`src/include/xfer_chan_regs.svh`:
```
// Purpose: Offsets, field positions and timing counts of the transfer channel
// Assumes: Word-aligned 32-bit Wishbone register map
// Notes:   Definitions only
`ifndef XFER_CHAN_REGS_SVH
`define XFER_CHAN_REGS_SVH

// Register byte offsets
`define OFS_COUNTER_PTR   4'h0
`define OFS_CHAN_CTRL     4'h4
`define OFS_ADDR_PTR      4'h8
`define OFS_CONFIG        4'hC

// Field positions
`define BIT_SELECT        0
`define BIT_PENDING       5
`define BIT_REQ_MASK      4
`define BIT_EOB_MASK      3
`define BIT_SWAP_EN       0

// Reset values (documented undefined; cleared here)
`define RST_PTR           8'h00
`define RST_CTRL          8'h00

// Transfer durations in processor clock cycles
`define CYC_FILE_XFER     8
`define CYC_MEM_XFER      16

`endif
```
`src/include/xfer_chan_pkg.sv`:
```
// Purpose: Types shared by the transfer channel
// Assumes: Nothing beyond SystemVerilog packages
// Notes:   Constants live in xfer_chan_regs.svh
package xfer_chan_pkg;

  typedef enum logic [1:0] {
    ST_IDLE,
    ST_WAIT_GRANT,
    ST_MOVE,
    ST_FINISH
  } chan_state_e;

  // Register-file access towards the core
  typedef struct packed {
    logic       req;
    logic       is_file;
    logic       seg_sel;
    logic [7:0] cnt_addr;
    logic [7:0] adr_addr;
    logic       table_sel;
  } xfer_req_s;

  // Grant and completion of one byte move reported by the core
  typedef struct packed {
    logic       grant;
    logic       done;
    logic [15:0] count_after;
  } xfer_rsp_s;

endpackage

```
`src/design/xfer_chan.sv`:
```
// Purpose: Control of one peripheral transfer channel with Wishbone registers
// Assumes: Core performs the byte move and reports counter value after it
// Notes:   Control and status word bits line up with the channel control reg
//          Pointers only feed the core; the channel never reaches the file
//          Register resets are cleared, yet software must still load them
//          Move lengths are parameters; the check below bounds them
//
// Functional notes
// - Pointer bit 0: 1 file, 0 memory
// - Trigger event sets pending flag
// - Core acknowledge clears pending flag
// - Software may set or clear pending
// - Counter zero clears request mask, unless swap
// - Transfer request only when mask set
// - Interrupt when end-block mask and pending
// - Mask 1, eob 0: request, no interrupt
// - Mask 0, eob 1: interrupt only
// - Priority 0 highest, 7 lowest
// - Address bit 0 selects segment register
// - Segment select ignored for file transfers
// - One byte moved, address up, count down
// - Execute when priority at least current
// - File 8 cycles, memory 16 plus waits
// - Swap: alternate table, mask kept, interrupt
//
// The placing of the registers and the Wishbone interface to the registers were chosen for this implementation.
`include "xfer_chan_regs.svh"
`timescale 1ns/1ns
`default_nettype none

module xfer_chan
  import xfer_chan_pkg::*;
#(
  // Transfer durations in processor clock cycles
  parameter int unsigned FILE_CYC = `CYC_FILE_XFER,
  parameter int unsigned MEM_CYC  = `CYC_MEM_XFER
)
(
  // Clock and reset
  input  wire logic        clk_sys_in,
  input  wire logic        rst_b_in,
  // Wishbone slave
  input  wire logic        wb_cyc_in,
  input  wire logic        wb_stb_in,
  input  wire logic        wb_we_in,
  input  wire logic [3:0]  wb_adr_in,
  input  wire logic [3:0]  wb_sel_in,
  input  wire logic [31:0] wb_dat_in,
  output logic      [31:0] wb_dat_out,
  output logic             wb_ack_out,
  // Peripheral and core side
  input  wire logic        trigger_in,
  input  wire logic [2:0]  current_priority_level_in,
  input  wire logic        top_level_busy_in,
  input  wire logic        wait_state_in,
  input  wire xfer_rsp_s   core_rsp_in,
  output xfer_req_s        core_req_out,
  output logic      [2:0]  req_priority_out,
  output logic             eob_irq_out,
  output logic             xfer_busy_out
);

  // ---------------------------------------------------------------
  // Elaboration checks
  // ---------------------------------------------------------------
  // Move counter is five bits; a zero length would wrap to a 32-cycle move
  if (FILE_CYC < 1 || FILE_CYC > 32) begin : g_bad_file_cyc
    $error("file transfer length out of range");
  end
  if (MEM_CYC < 1 || MEM_CYC > 32) begin : g_bad_mem_cyc
    $error("memory transfer length out of range");
  end

  // ---------------------------------------------------------------
  // Registered state
  // ---------------------------------------------------------------
  // One word, so the reset reaches every field
  typedef struct packed {
    // Software registers
    logic [7:0]  counter_pointer_reg;
    logic [7:0]  channel_control_reg;
    logic [7:0]  address_pointer_reg;
    // Swap control
    logic        swap_en;
    logic        table_sel;
    // Sequence
    chan_state_e state;
    logic [4:0]  cycles;
    logic        busy;
    // Bus answer
    logic [31:0] rdata;
    logic        ack;
    // Core side
    xfer_req_s   req;
    logic        eob_irq;
  } state_s;

  state_s s_q;
  state_s s_d;

  // ---------------------------------------------------------------
  // Helpers
  // ---------------------------------------------------------------
  // Byte-lane write of the low byte
  function automatic logic [7:0] lane0(input logic [7:0] old_v,
                                       input logic [3:0] sel,
                                       input logic [31:0] dat);
    lane0 = sel[0] ? dat[7:0] : old_v;
  endfunction

  // Pointer as even register-file address
  function automatic logic [7:0] even_addr(input logic [7:0] p);
    even_addr = {p[7:1], 1'b0};
  endfunction

  // Control byte: bits 7:6 always read back as zero
  function automatic logic [7:0] ctrl_write(input logic [7:0] old_v,
                                            input logic [3:0] sel,
                                            input logic [31:0] dat);
    logic [7:0] v;
    v = lane0(old_v, sel, dat);
    ctrl_write = {2'b00, v[5:0]};
  endfunction

  // Last count of a move; memory moves are the longer kind
  function automatic logic [4:0] last_cycle(input logic file_sel);
    last_cycle = file_sel ? 5'(FILE_CYC - 1) : 5'(MEM_CYC - 1);
  endfunction

  // Eight-bit register on lane 0, upper lanes read zero
  function automatic logic [31:0] rd_word(input logic [7:0] v);
    rd_word = {24'h000000, v};
  endfunction

  // ---------------------------------------------------------------
  // Field decode
  // ---------------------------------------------------------------
  // Decoded bus and control fields
  logic wr_hit;
  logic rd_hit;
  logic pend;
  logic rmask;
  logic emask;
  logic [2:0] source_priority_level;
  logic is_file;
  logic prio_ok;
  logic stall;

  always_comb begin
    wr_hit  = wb_cyc_in && wb_stb_in && wb_we_in && !s_q.ack;
    rd_hit  = wb_cyc_in && wb_stb_in && !wb_we_in && !s_q.ack;
    pend    = s_q.channel_control_reg[`BIT_PENDING];
    rmask   = s_q.channel_control_reg[`BIT_REQ_MASK];
    emask   = s_q.channel_control_reg[`BIT_EOB_MASK];
    source_priority_level     = s_q.channel_control_reg[2:0];
    is_file = s_q.counter_pointer_reg[`BIT_SELECT];
    // Lower code is higher priority; equal accepted
    // Top level service in progress blocks every request
    prio_ok = (source_priority_level <= current_priority_level_in) && !top_level_busy_in;
    // Wait states only stretch memory moves; file moves are fixed
    stall   = wait_state_in && !is_file;
  end

  always_comb begin
    s_d = s_q;
    s_d.ack = 1'b0;
    s_d.rdata = 32'h0000_0000;
    s_d.req.req = 1'b0;

    // ---------------------------------------------------------------
    // Register reads
    // ---------------------------------------------------------------
    // Unmapped offsets read zero and are still acked
    if (wr_hit || rd_hit) begin
      s_d.ack = 1'b1;
    end
    if (rd_hit) begin
      case (wb_adr_in)
        `OFS_COUNTER_PTR: s_d.rdata = rd_word(s_q.counter_pointer_reg);
        `OFS_CHAN_CTRL:   s_d.rdata = rd_word(s_q.channel_control_reg);
        `OFS_ADDR_PTR:    s_d.rdata = rd_word(s_q.address_pointer_reg);
        // Config word: bit 2 not idle, bit 1 table, bit 0 swap
        `OFS_CONFIG:      s_d.rdata = {29'h0000000, s_q.state != ST_IDLE,
                                       s_q.table_sel, s_q.swap_en};
        default:          s_d.rdata = 32'h0000_0000;
      endcase
    end

    // ---------------------------------------------------------------
    // Register writes
    // ---------------------------------------------------------------
    if (wr_hit) begin
      case (wb_adr_in)
        `OFS_COUNTER_PTR: s_d.counter_pointer_reg =
            lane0(s_q.counter_pointer_reg, wb_sel_in, wb_dat_in);
        // Software write sets or cancels pending
        `OFS_CHAN_CTRL:   s_d.channel_control_reg =
            ctrl_write(s_q.channel_control_reg, wb_sel_in, wb_dat_in);
        `OFS_ADDR_PTR:    s_d.address_pointer_reg =
            lane0(s_q.address_pointer_reg, wb_sel_in, wb_dat_in);
        // Table select writable so software picks the start table
        `OFS_CONFIG:      if (wb_sel_in[0]) begin
          s_d.swap_en   = wb_dat_in[`BIT_SWAP_EN];
          s_d.table_sel = wb_dat_in[1];
        end
        // Unmapped writes are dropped
        default: ;
      endcase
    end

    // ---------------------------------------------------------------
    // Channel sequence
    // ---------------------------------------------------------------
    // Idle waits for pending and mask, the grant wait offers the request,
    // the move counts the core's cycles, and the finish waits for the
    // core's done together with its count after the move
    s_d.eob_irq = 1'b0;
    case (s_q.state)
      ST_IDLE: begin
        if (pend && rmask) begin
          s_d.state = ST_WAIT_GRANT;
        end
      end
      ST_WAIT_GRANT: begin
        // Withdraw when software cancels pending or mask
        if (!pend || !rmask) begin
          s_d.state = ST_IDLE;
        end else if (prio_ok) begin
          // Request stands each cycle until the core grants
          s_d.req.req = 1'b1;
          s_d.req.is_file = is_file;
          s_d.req.seg_sel = is_file ? 1'b0 :
                            s_q.address_pointer_reg[`BIT_SELECT];
          s_d.req.cnt_addr  = even_addr(s_q.counter_pointer_reg);
          s_d.req.adr_addr  = even_addr(s_q.address_pointer_reg);
          s_d.req.table_sel = s_q.table_sel;
          if (core_rsp_in.grant) begin
            s_d.req.req = 1'b0;
            s_d.channel_control_reg[`BIT_PENDING] = 1'b0;
            s_d.cycles = 5'h00;
            s_d.state = ST_MOVE;
          end
        end
      end
      ST_MOVE: begin
        // Duration per target; waits stretch memory
        if (!stall) begin
          s_d.cycles = s_q.cycles + 5'h01;
        end
        if (s_q.cycles == last_cycle(is_file) && !stall) begin
          s_d.state = ST_FINISH;
        end
      end
      ST_FINISH: begin
        // Core reports count after its byte move
        if (core_rsp_in.done) begin
          s_d.state = ST_IDLE;
          // Count of zero marks the end of block
          if (core_rsp_in.count_after == 16'h0000) begin
            // Swap keeps mask, flips table
            // Tables keep alternating until swap is disabled
            if (s_q.swap_en) begin
              s_d.table_sel = !s_q.table_sel;
            end else begin
              s_d.channel_control_reg[`BIT_REQ_MASK] = 1'b0;
            end
            s_d.eob_irq = emask;
          end
        end
      end
      default: s_d.state = ST_IDLE;
    endcase

    // Pending with eob mask but no request mask
    if (pend && emask && !rmask) begin
      s_d.eob_irq = 1'b1;
    end

    // Trigger wins over any clear
    // Sampled every clock; a held trigger keeps pending set
    if (trigger_in) begin
      s_d.channel_control_reg[`BIT_PENDING] = 1'b1;
    end

    // Busy follows the next state so the output stands registered
    s_d.busy = (s_d.state == ST_MOVE) || (s_d.state == ST_FINISH);
  end

  // ---------------------------------------------------------------
  // State register
  // ---------------------------------------------------------------
  // Synchronous reset clears every field
  always_ff @(posedge clk_sys_in) begin
    if (!rst_b_in) begin
      s_q <= '0;
      s_q.counter_pointer_reg <= `RST_PTR;
      s_q.address_pointer_reg <= `RST_PTR;
      s_q.channel_control_reg <= `RST_CTRL;
      s_q.state <= ST_IDLE;
    end else begin
      s_q <= s_d;
    end
  end

  // ---------------------------------------------------------------
  // Outputs
  // ---------------------------------------------------------------
  // Every output is a field of the state register
  always_comb begin
    wb_dat_out       = s_q.rdata;
    wb_ack_out       = s_q.ack;
    core_req_out     = s_q.req;
    req_priority_out = s_q.channel_control_reg[2:0];
    eob_irq_out      = s_q.eob_irq;
    xfer_busy_out    = s_q.busy;
  end

endmodule

`default_nettype wire

```
`config.mk`:
```
export PLATFORM = sky130hd
export DESIGN_NAME = xfer_chan
export DESIGN_NICKNAME = d
export VERILOG_FILES = /design/src/include/xfer_chan_pkg.sv /design/src/design/xfer_chan.sv
export VERILOG_INCLUDE_DIRS = /design/src /design/src/include
export SDC_FILE = /design/constraint.sdc
export NUM_CORES = 1
export LEC_CHECK = 0
export BUFFER_PORTS_ARGS = -buffer_cell sky130_fd_sc_hd__buf_2
export CELL_PAD_IN_SITES_DETAIL_PLACEMENT = 1
export CELL_PAD_IN_SITES_GLOBAL_PLACEMENT = 2
export CORE_ASPECT_RATIO = 1.4
export CORE_MARGIN = 5
export CORE_UTILIZATION = 24
export DETAILED_ROUTE_END_ITERATION = 7
export GPL_TIMING_DRIVEN = 0
export PLACE_DENSITY = 0.86
export SYNTH_ARGS = -nofsm -noshare
export SYNTH_HDL_FRONTEND = slang
export SYNTH_SLANG_ARGS = --single-unit
```
`constraint.sdc`:
```
create_clock -name clk_sys_in -period 1.8 [get_ports clk_sys_in]
set_input_delay 0.36 -clock clk_sys_in [delete_from_list [all_inputs] [get_ports clk_sys_in]]
set_output_delay 0.36 -clock clk_sys_in [all_outputs]
set_load 0.02 [all_outputs]
```
* After elaboration in Yosys (flattened, before gate mapping) *
Index checks and enable logic that the tools add are counted.

cells by class
  add/subtract/negate cells = 1
  order comparisons = 1
  eq/ne operators = 13
  muxes and demuxes = 38
  bitwise logic cells = 4
  reduce and logical (&&, ||, !) cells = 35

operators by type and width
  operator             number
  $pmux 8 s4           1
  $mux 1               19
  $logic_not 16->1     1
  $mux 16              1
  $mux 8               2
  $reduce_and 3->1     5
  $mux 7               2
  $mux 6               2
  $logic_and 1x1->1    11
  $mux 2               5
  $mux 5               2
  $pmux 5 s2           1
  $eq 2x2->1 const B   4
  $eq 4x4->1 const B   2
  $logic_not 1->1      8
  $ne 2x2->1 const B   4
  $pmux 2 s4           1
  $add 5x1->5 const B  1
  $eq 5x4->1           1
  $reduce_and 5->1     1
  $eq 4x3->1 const B   1
  $logic_not 4->1      1
  $mux 4               1
  $not 1->1            4
  other kinds (8)      11

storage, ports and cells
  register bits after elaboration = 84
  bits of input ports = 69
  output and inout port bits = 58
  logic and storage cells = 110

* Longest topological paths before layout *
  word-level depth = 10
  depth in mapped cells = 7
  gate-level depth less buffers = 6

* Least setup slack after synthesis *
No wires, ideal clock.

  path type = in2reg
  from = input port core_rsp_in[0] (netlist name)
  to = register s_q[62] (netlist name)
  setup time = 0.074 ns
  arrival = 1.878 ns
  data required time = 1.726 ns
  setup slack = -0.152 ns
  cell stages on the path = 4
  cell sequence = or4_1 or4_4 or4_1 a31oi_1

between the ends
  cells in the longest elaborated chain, start to end = 4

ends and longest elaborated chain
  item              line              RTL
  from (decl)       xfer_chan.sv:56   input wire xfer_rsp_s core_rsp_in,
  $logic_not 16->1  xfer_chan.sv:259  if (core_rsp_in.count_after == 16'h0000) begin
  $mux 1            xfer_chan.sv:259
  $mux 3            xfer_chan.sv:256  if (core_rsp_in.done) begin
  $mux 1            xfer_chan.sv:218  case (s_q.state)
  to (decl)         xfer_chan.sv:98   state_s s_q;

No other way between the ends.
A chain may end at the register's enable or synchronous reset.

* Worst setup path after layout *
Same ends and word-level chain as after synthesis.

==> impl_metrics.py <==
metrics = {
    "outcome": {
        "status": "finished with violations",
        "violations": "setup timing",
    },
    "sta": {
        "setup_viol_count_final": 2,
        "finalWorstSetupSlack_ns": -0.0521,
        "hold_violations": 0,
        "rsz0062_at_grt": "yes",
        "fin_crit_sh_pct": 103,
        "fmax_mhz": 540,
        "finClkSkew_ns": 0.00333,
        "fin_setup_tns_ns": -0.0857,
        "finalCriticalPeriod_ns": 1.85,
        "fin_hold_ws_ns": 0.277,
        "finalMaxSlewViolations": 0,
        "slew_headroom_pct": 55.5,
        "worstMarginPinSlew_ns": 0.667,
    },
    "worst_setup_path": {
        "cp.required_ns": 2.05,
        "slowest_delay_ns": 0.54,
        "reg2reg_depth": 5,
        "cp_max_fo": 5,
        "crit_arrival_ns": 2.10,
        "crit_top_cell": "or4_4",
        "slowest_stage": "or4_4",
        "critPathTopFamily": "simple AND/OR/NAND/NOR gates",
        "setup.worst_path.end_class": "register",
        "r2r_slack_ns": -0.03,
        "start_kind": "primary input",
        "r2r_end": "s_q[55]",
        "critPathKind": "primary input to register",
        "r2r_start": "req_priority_out[1]",
        "critPathBufInv": 1,
        "worstPathCellList": "buf_6 -> or4_4 -> or4_4 -> or4_1 -> a31oi_1",
    },
    "grt": {
        "overflow": 0,
        "grt_antenna_before_repair": 0,
        "track_usage_pct": 12.9,
        "grt_first_pass_wirelength_um": 15500,
        "grt_pass1_vias": 3079,
        "grt_max_degree": 11,
    },
    "cts": {
        "numClockSinks": 59,
        "clk_pin_slew_ns": 0.05,
        "numCtsBuffers": 9,
        "clock_latency_ns": 0.32,
        "cts_hold_buf": 0,
        "cts-root-buf": "clkbuf_16",
        "clock_path_buffers": 2,
        "cts_tree": "done",
        "htreeDepth": 3,
    },
    "hold_path": {
        "holdPathEnd": "pend",
        "min_path_type": "primary input to register",
        "worstHoldStart": "trigger_in",
        "holdPathStages": 2,
    },
    "place": {
        "hpwl_um": 7300,
        "place.port_buffers": 73,
        "pre_cts_ws_ns": -0.584,
        "gp_congestion": 0.814,
    },
    "floorplanning": {
        "fp.dieH_um": 142,
        "boundaryPins": 127,
        "initial_core_util_pct": 24.3,
        "coreArea_um2": 12300,
        "die_w_um": 104,
        "dieArea_um2": 14800,
        "row_count": 48,
    },
    "finish": {
        "final_common_cell": "buf_2",
        "drive_gt1_share_pct": 41.4,
        "antenna_cells": 0,
        "nets": 532,
        "fill_cells": 1491,
        "area_delta_synth_final_pct": 42.3,
        "final_core_util_pct": 34.6,
        "final_cell_mix": "buf_2, buf_4, dfxtp_1",
    },
    "synth": {
        "synth_sequential_area_ratio_pct": 39.6,
        "synth.cell_area_um2": 2980,
        "async_flop_share_pct": 0,
        "ys.flop_type": "dfxtp_1",
        "yosysTopAreaCellShare_pct": 39.6,
        "ys_ff_latch": 59,
        "synth_cells": 339,
        "synth_edf_count": 0,
        "ys_warn_count": 0,
        "synth_area_leader_cell": "dfxtp_1",
        "synth.avg_cell_area_um2": 8.80,
        "ys_types": 47,
        "yosys-top-cells-area": "dfxtp_1, buf_4, mux2i_1",
    },
    "routing": {
        "dr.pass1.iters": 4,
        "routed_wl_um": 9770,
        "viasPerCell": 4.53,
        "drt_iter0_markers": 91,
        "ant_nets": 0,
        "vias": 2784,
        "drcViolationCount": 0,
        "wl_per_cell_um": 15.9,
    },
    "flow_run": {
        "drv_cap": 0,
    },
    "pwr": {
        "vdd_ir_drop_max_mv": 0.389,
        "powerDensity_nw_per_um2": 777,
        "leakage_nw": 1.93,
    },
}
## sequential cells by signal, summed over array words and instances, names as in the netlist, 3 cells and up
register	cells
wb_dat_out	8
core_req_out	18
s_q	24
req_priority_out	3
## per-stage QoR
stage / area (µm²) / power, mW / instances
2_1_floorplan: 3080 / 1.51 / 364
3_3_place_gp: 3640 / 1.60 / 587
3_5_place_dp: 3640 / 1.60 / 587
4_1_cts: 4110 / 3.27 / 608
5_1_grt: 4240 / 3.39 / 614
6_report: 4240 / 3.30 / 614
## layer usage
metal	GRT usage, %	share of wire, %	up-vias	wire length, µm
li1	-	-	1367	-
met3	3.28	5.1	23	495
met2	24.2	53	82	5200
met5	0	0	-	0
met4	5.12	2.7	0	259
met1	13.6	39	1312	3810
## what timing repair did
action | 4_1_cts | 5_1_grt
buffers inserted | 5 | 6
setup endpoints to repair | 27 | 43
gates resized for setup | 31 | 19
cloned | 0 | 1
pin swaps | 8 | 12
## report_power, final
part	leakage [nW]	switching (mW)	total (mW)	internal, mW
registers	0.478	0.00450	1.31	1.31
logic	1.30	0.185	0.332	0.147
clock network	0.146	0.573	1.65	1.08
## worst max path at each step
| stage | from | to | slack [ns] | cells after the start |
|---|---|---|---|---|
| floorplan | core_rsp_in[0] | s_q[62] | -0.15 | 4 |
| global placement | current_priority_level_in[2] | core_req_out[5] | -0.54 | 8 |
| detailed placement | current_priority_level_in[2] | core_req_out[2] | -0.58 | 8 |
| CTS | req_priority_out[0] | s_q[55] | -0.08 | 6 |
| global route | req_priority_out[1] | s_q[55] | -0.09 | 5 |
| finish | core_rsp_in[0] | s_q[62] | -0.05 | 5 |
## logic make-up after synthesis
family | share of synthesized area, %
AND/OR/NAND/NOR | 17.5
buffers and inverters | 16.9
AO/OA/AOI/OAI | 13.6
flip-flops | 39.6
multiplexers | 10.6
adder cells (fa/ha/maj) | 1.68
other | 0.126
## layout make-up
class / count / area [µm²] / area share [%]
Buffer: 70 / 502 / 11.8
Clock buffer: 15 / 288 / 6.78
Clock inverter: 1 / 5.00 / 0.118
Inverter: 8 / 30.0 / 0.708
Multi-Input combinational cell: 226 / 1540 / 36.4
Sequential cell: 59 / 1190 / 28.0
Tap cell: 150 / 188 / 4.42
Timing Repair Buffer: 85 / 499 / 11.8
## synth_stat cells, types with 3 or more instances
cell      number
nor2b_1        4
dfxtp_1       59
nand3_1       21
o21ai_0       22
nor2_1        35
and3_1         3
inv_1          7
clkbuf_1      15
nand2_1        6
buf_4         55
mux2i_1       26
nand4b_1       3
a211oi_1       3
ha_1           4
o21a_1         3
a21oi_1       22
a31oi_1        6
nor3_1         8
nor4_1         3
Power figures use the tool's default switching activity.
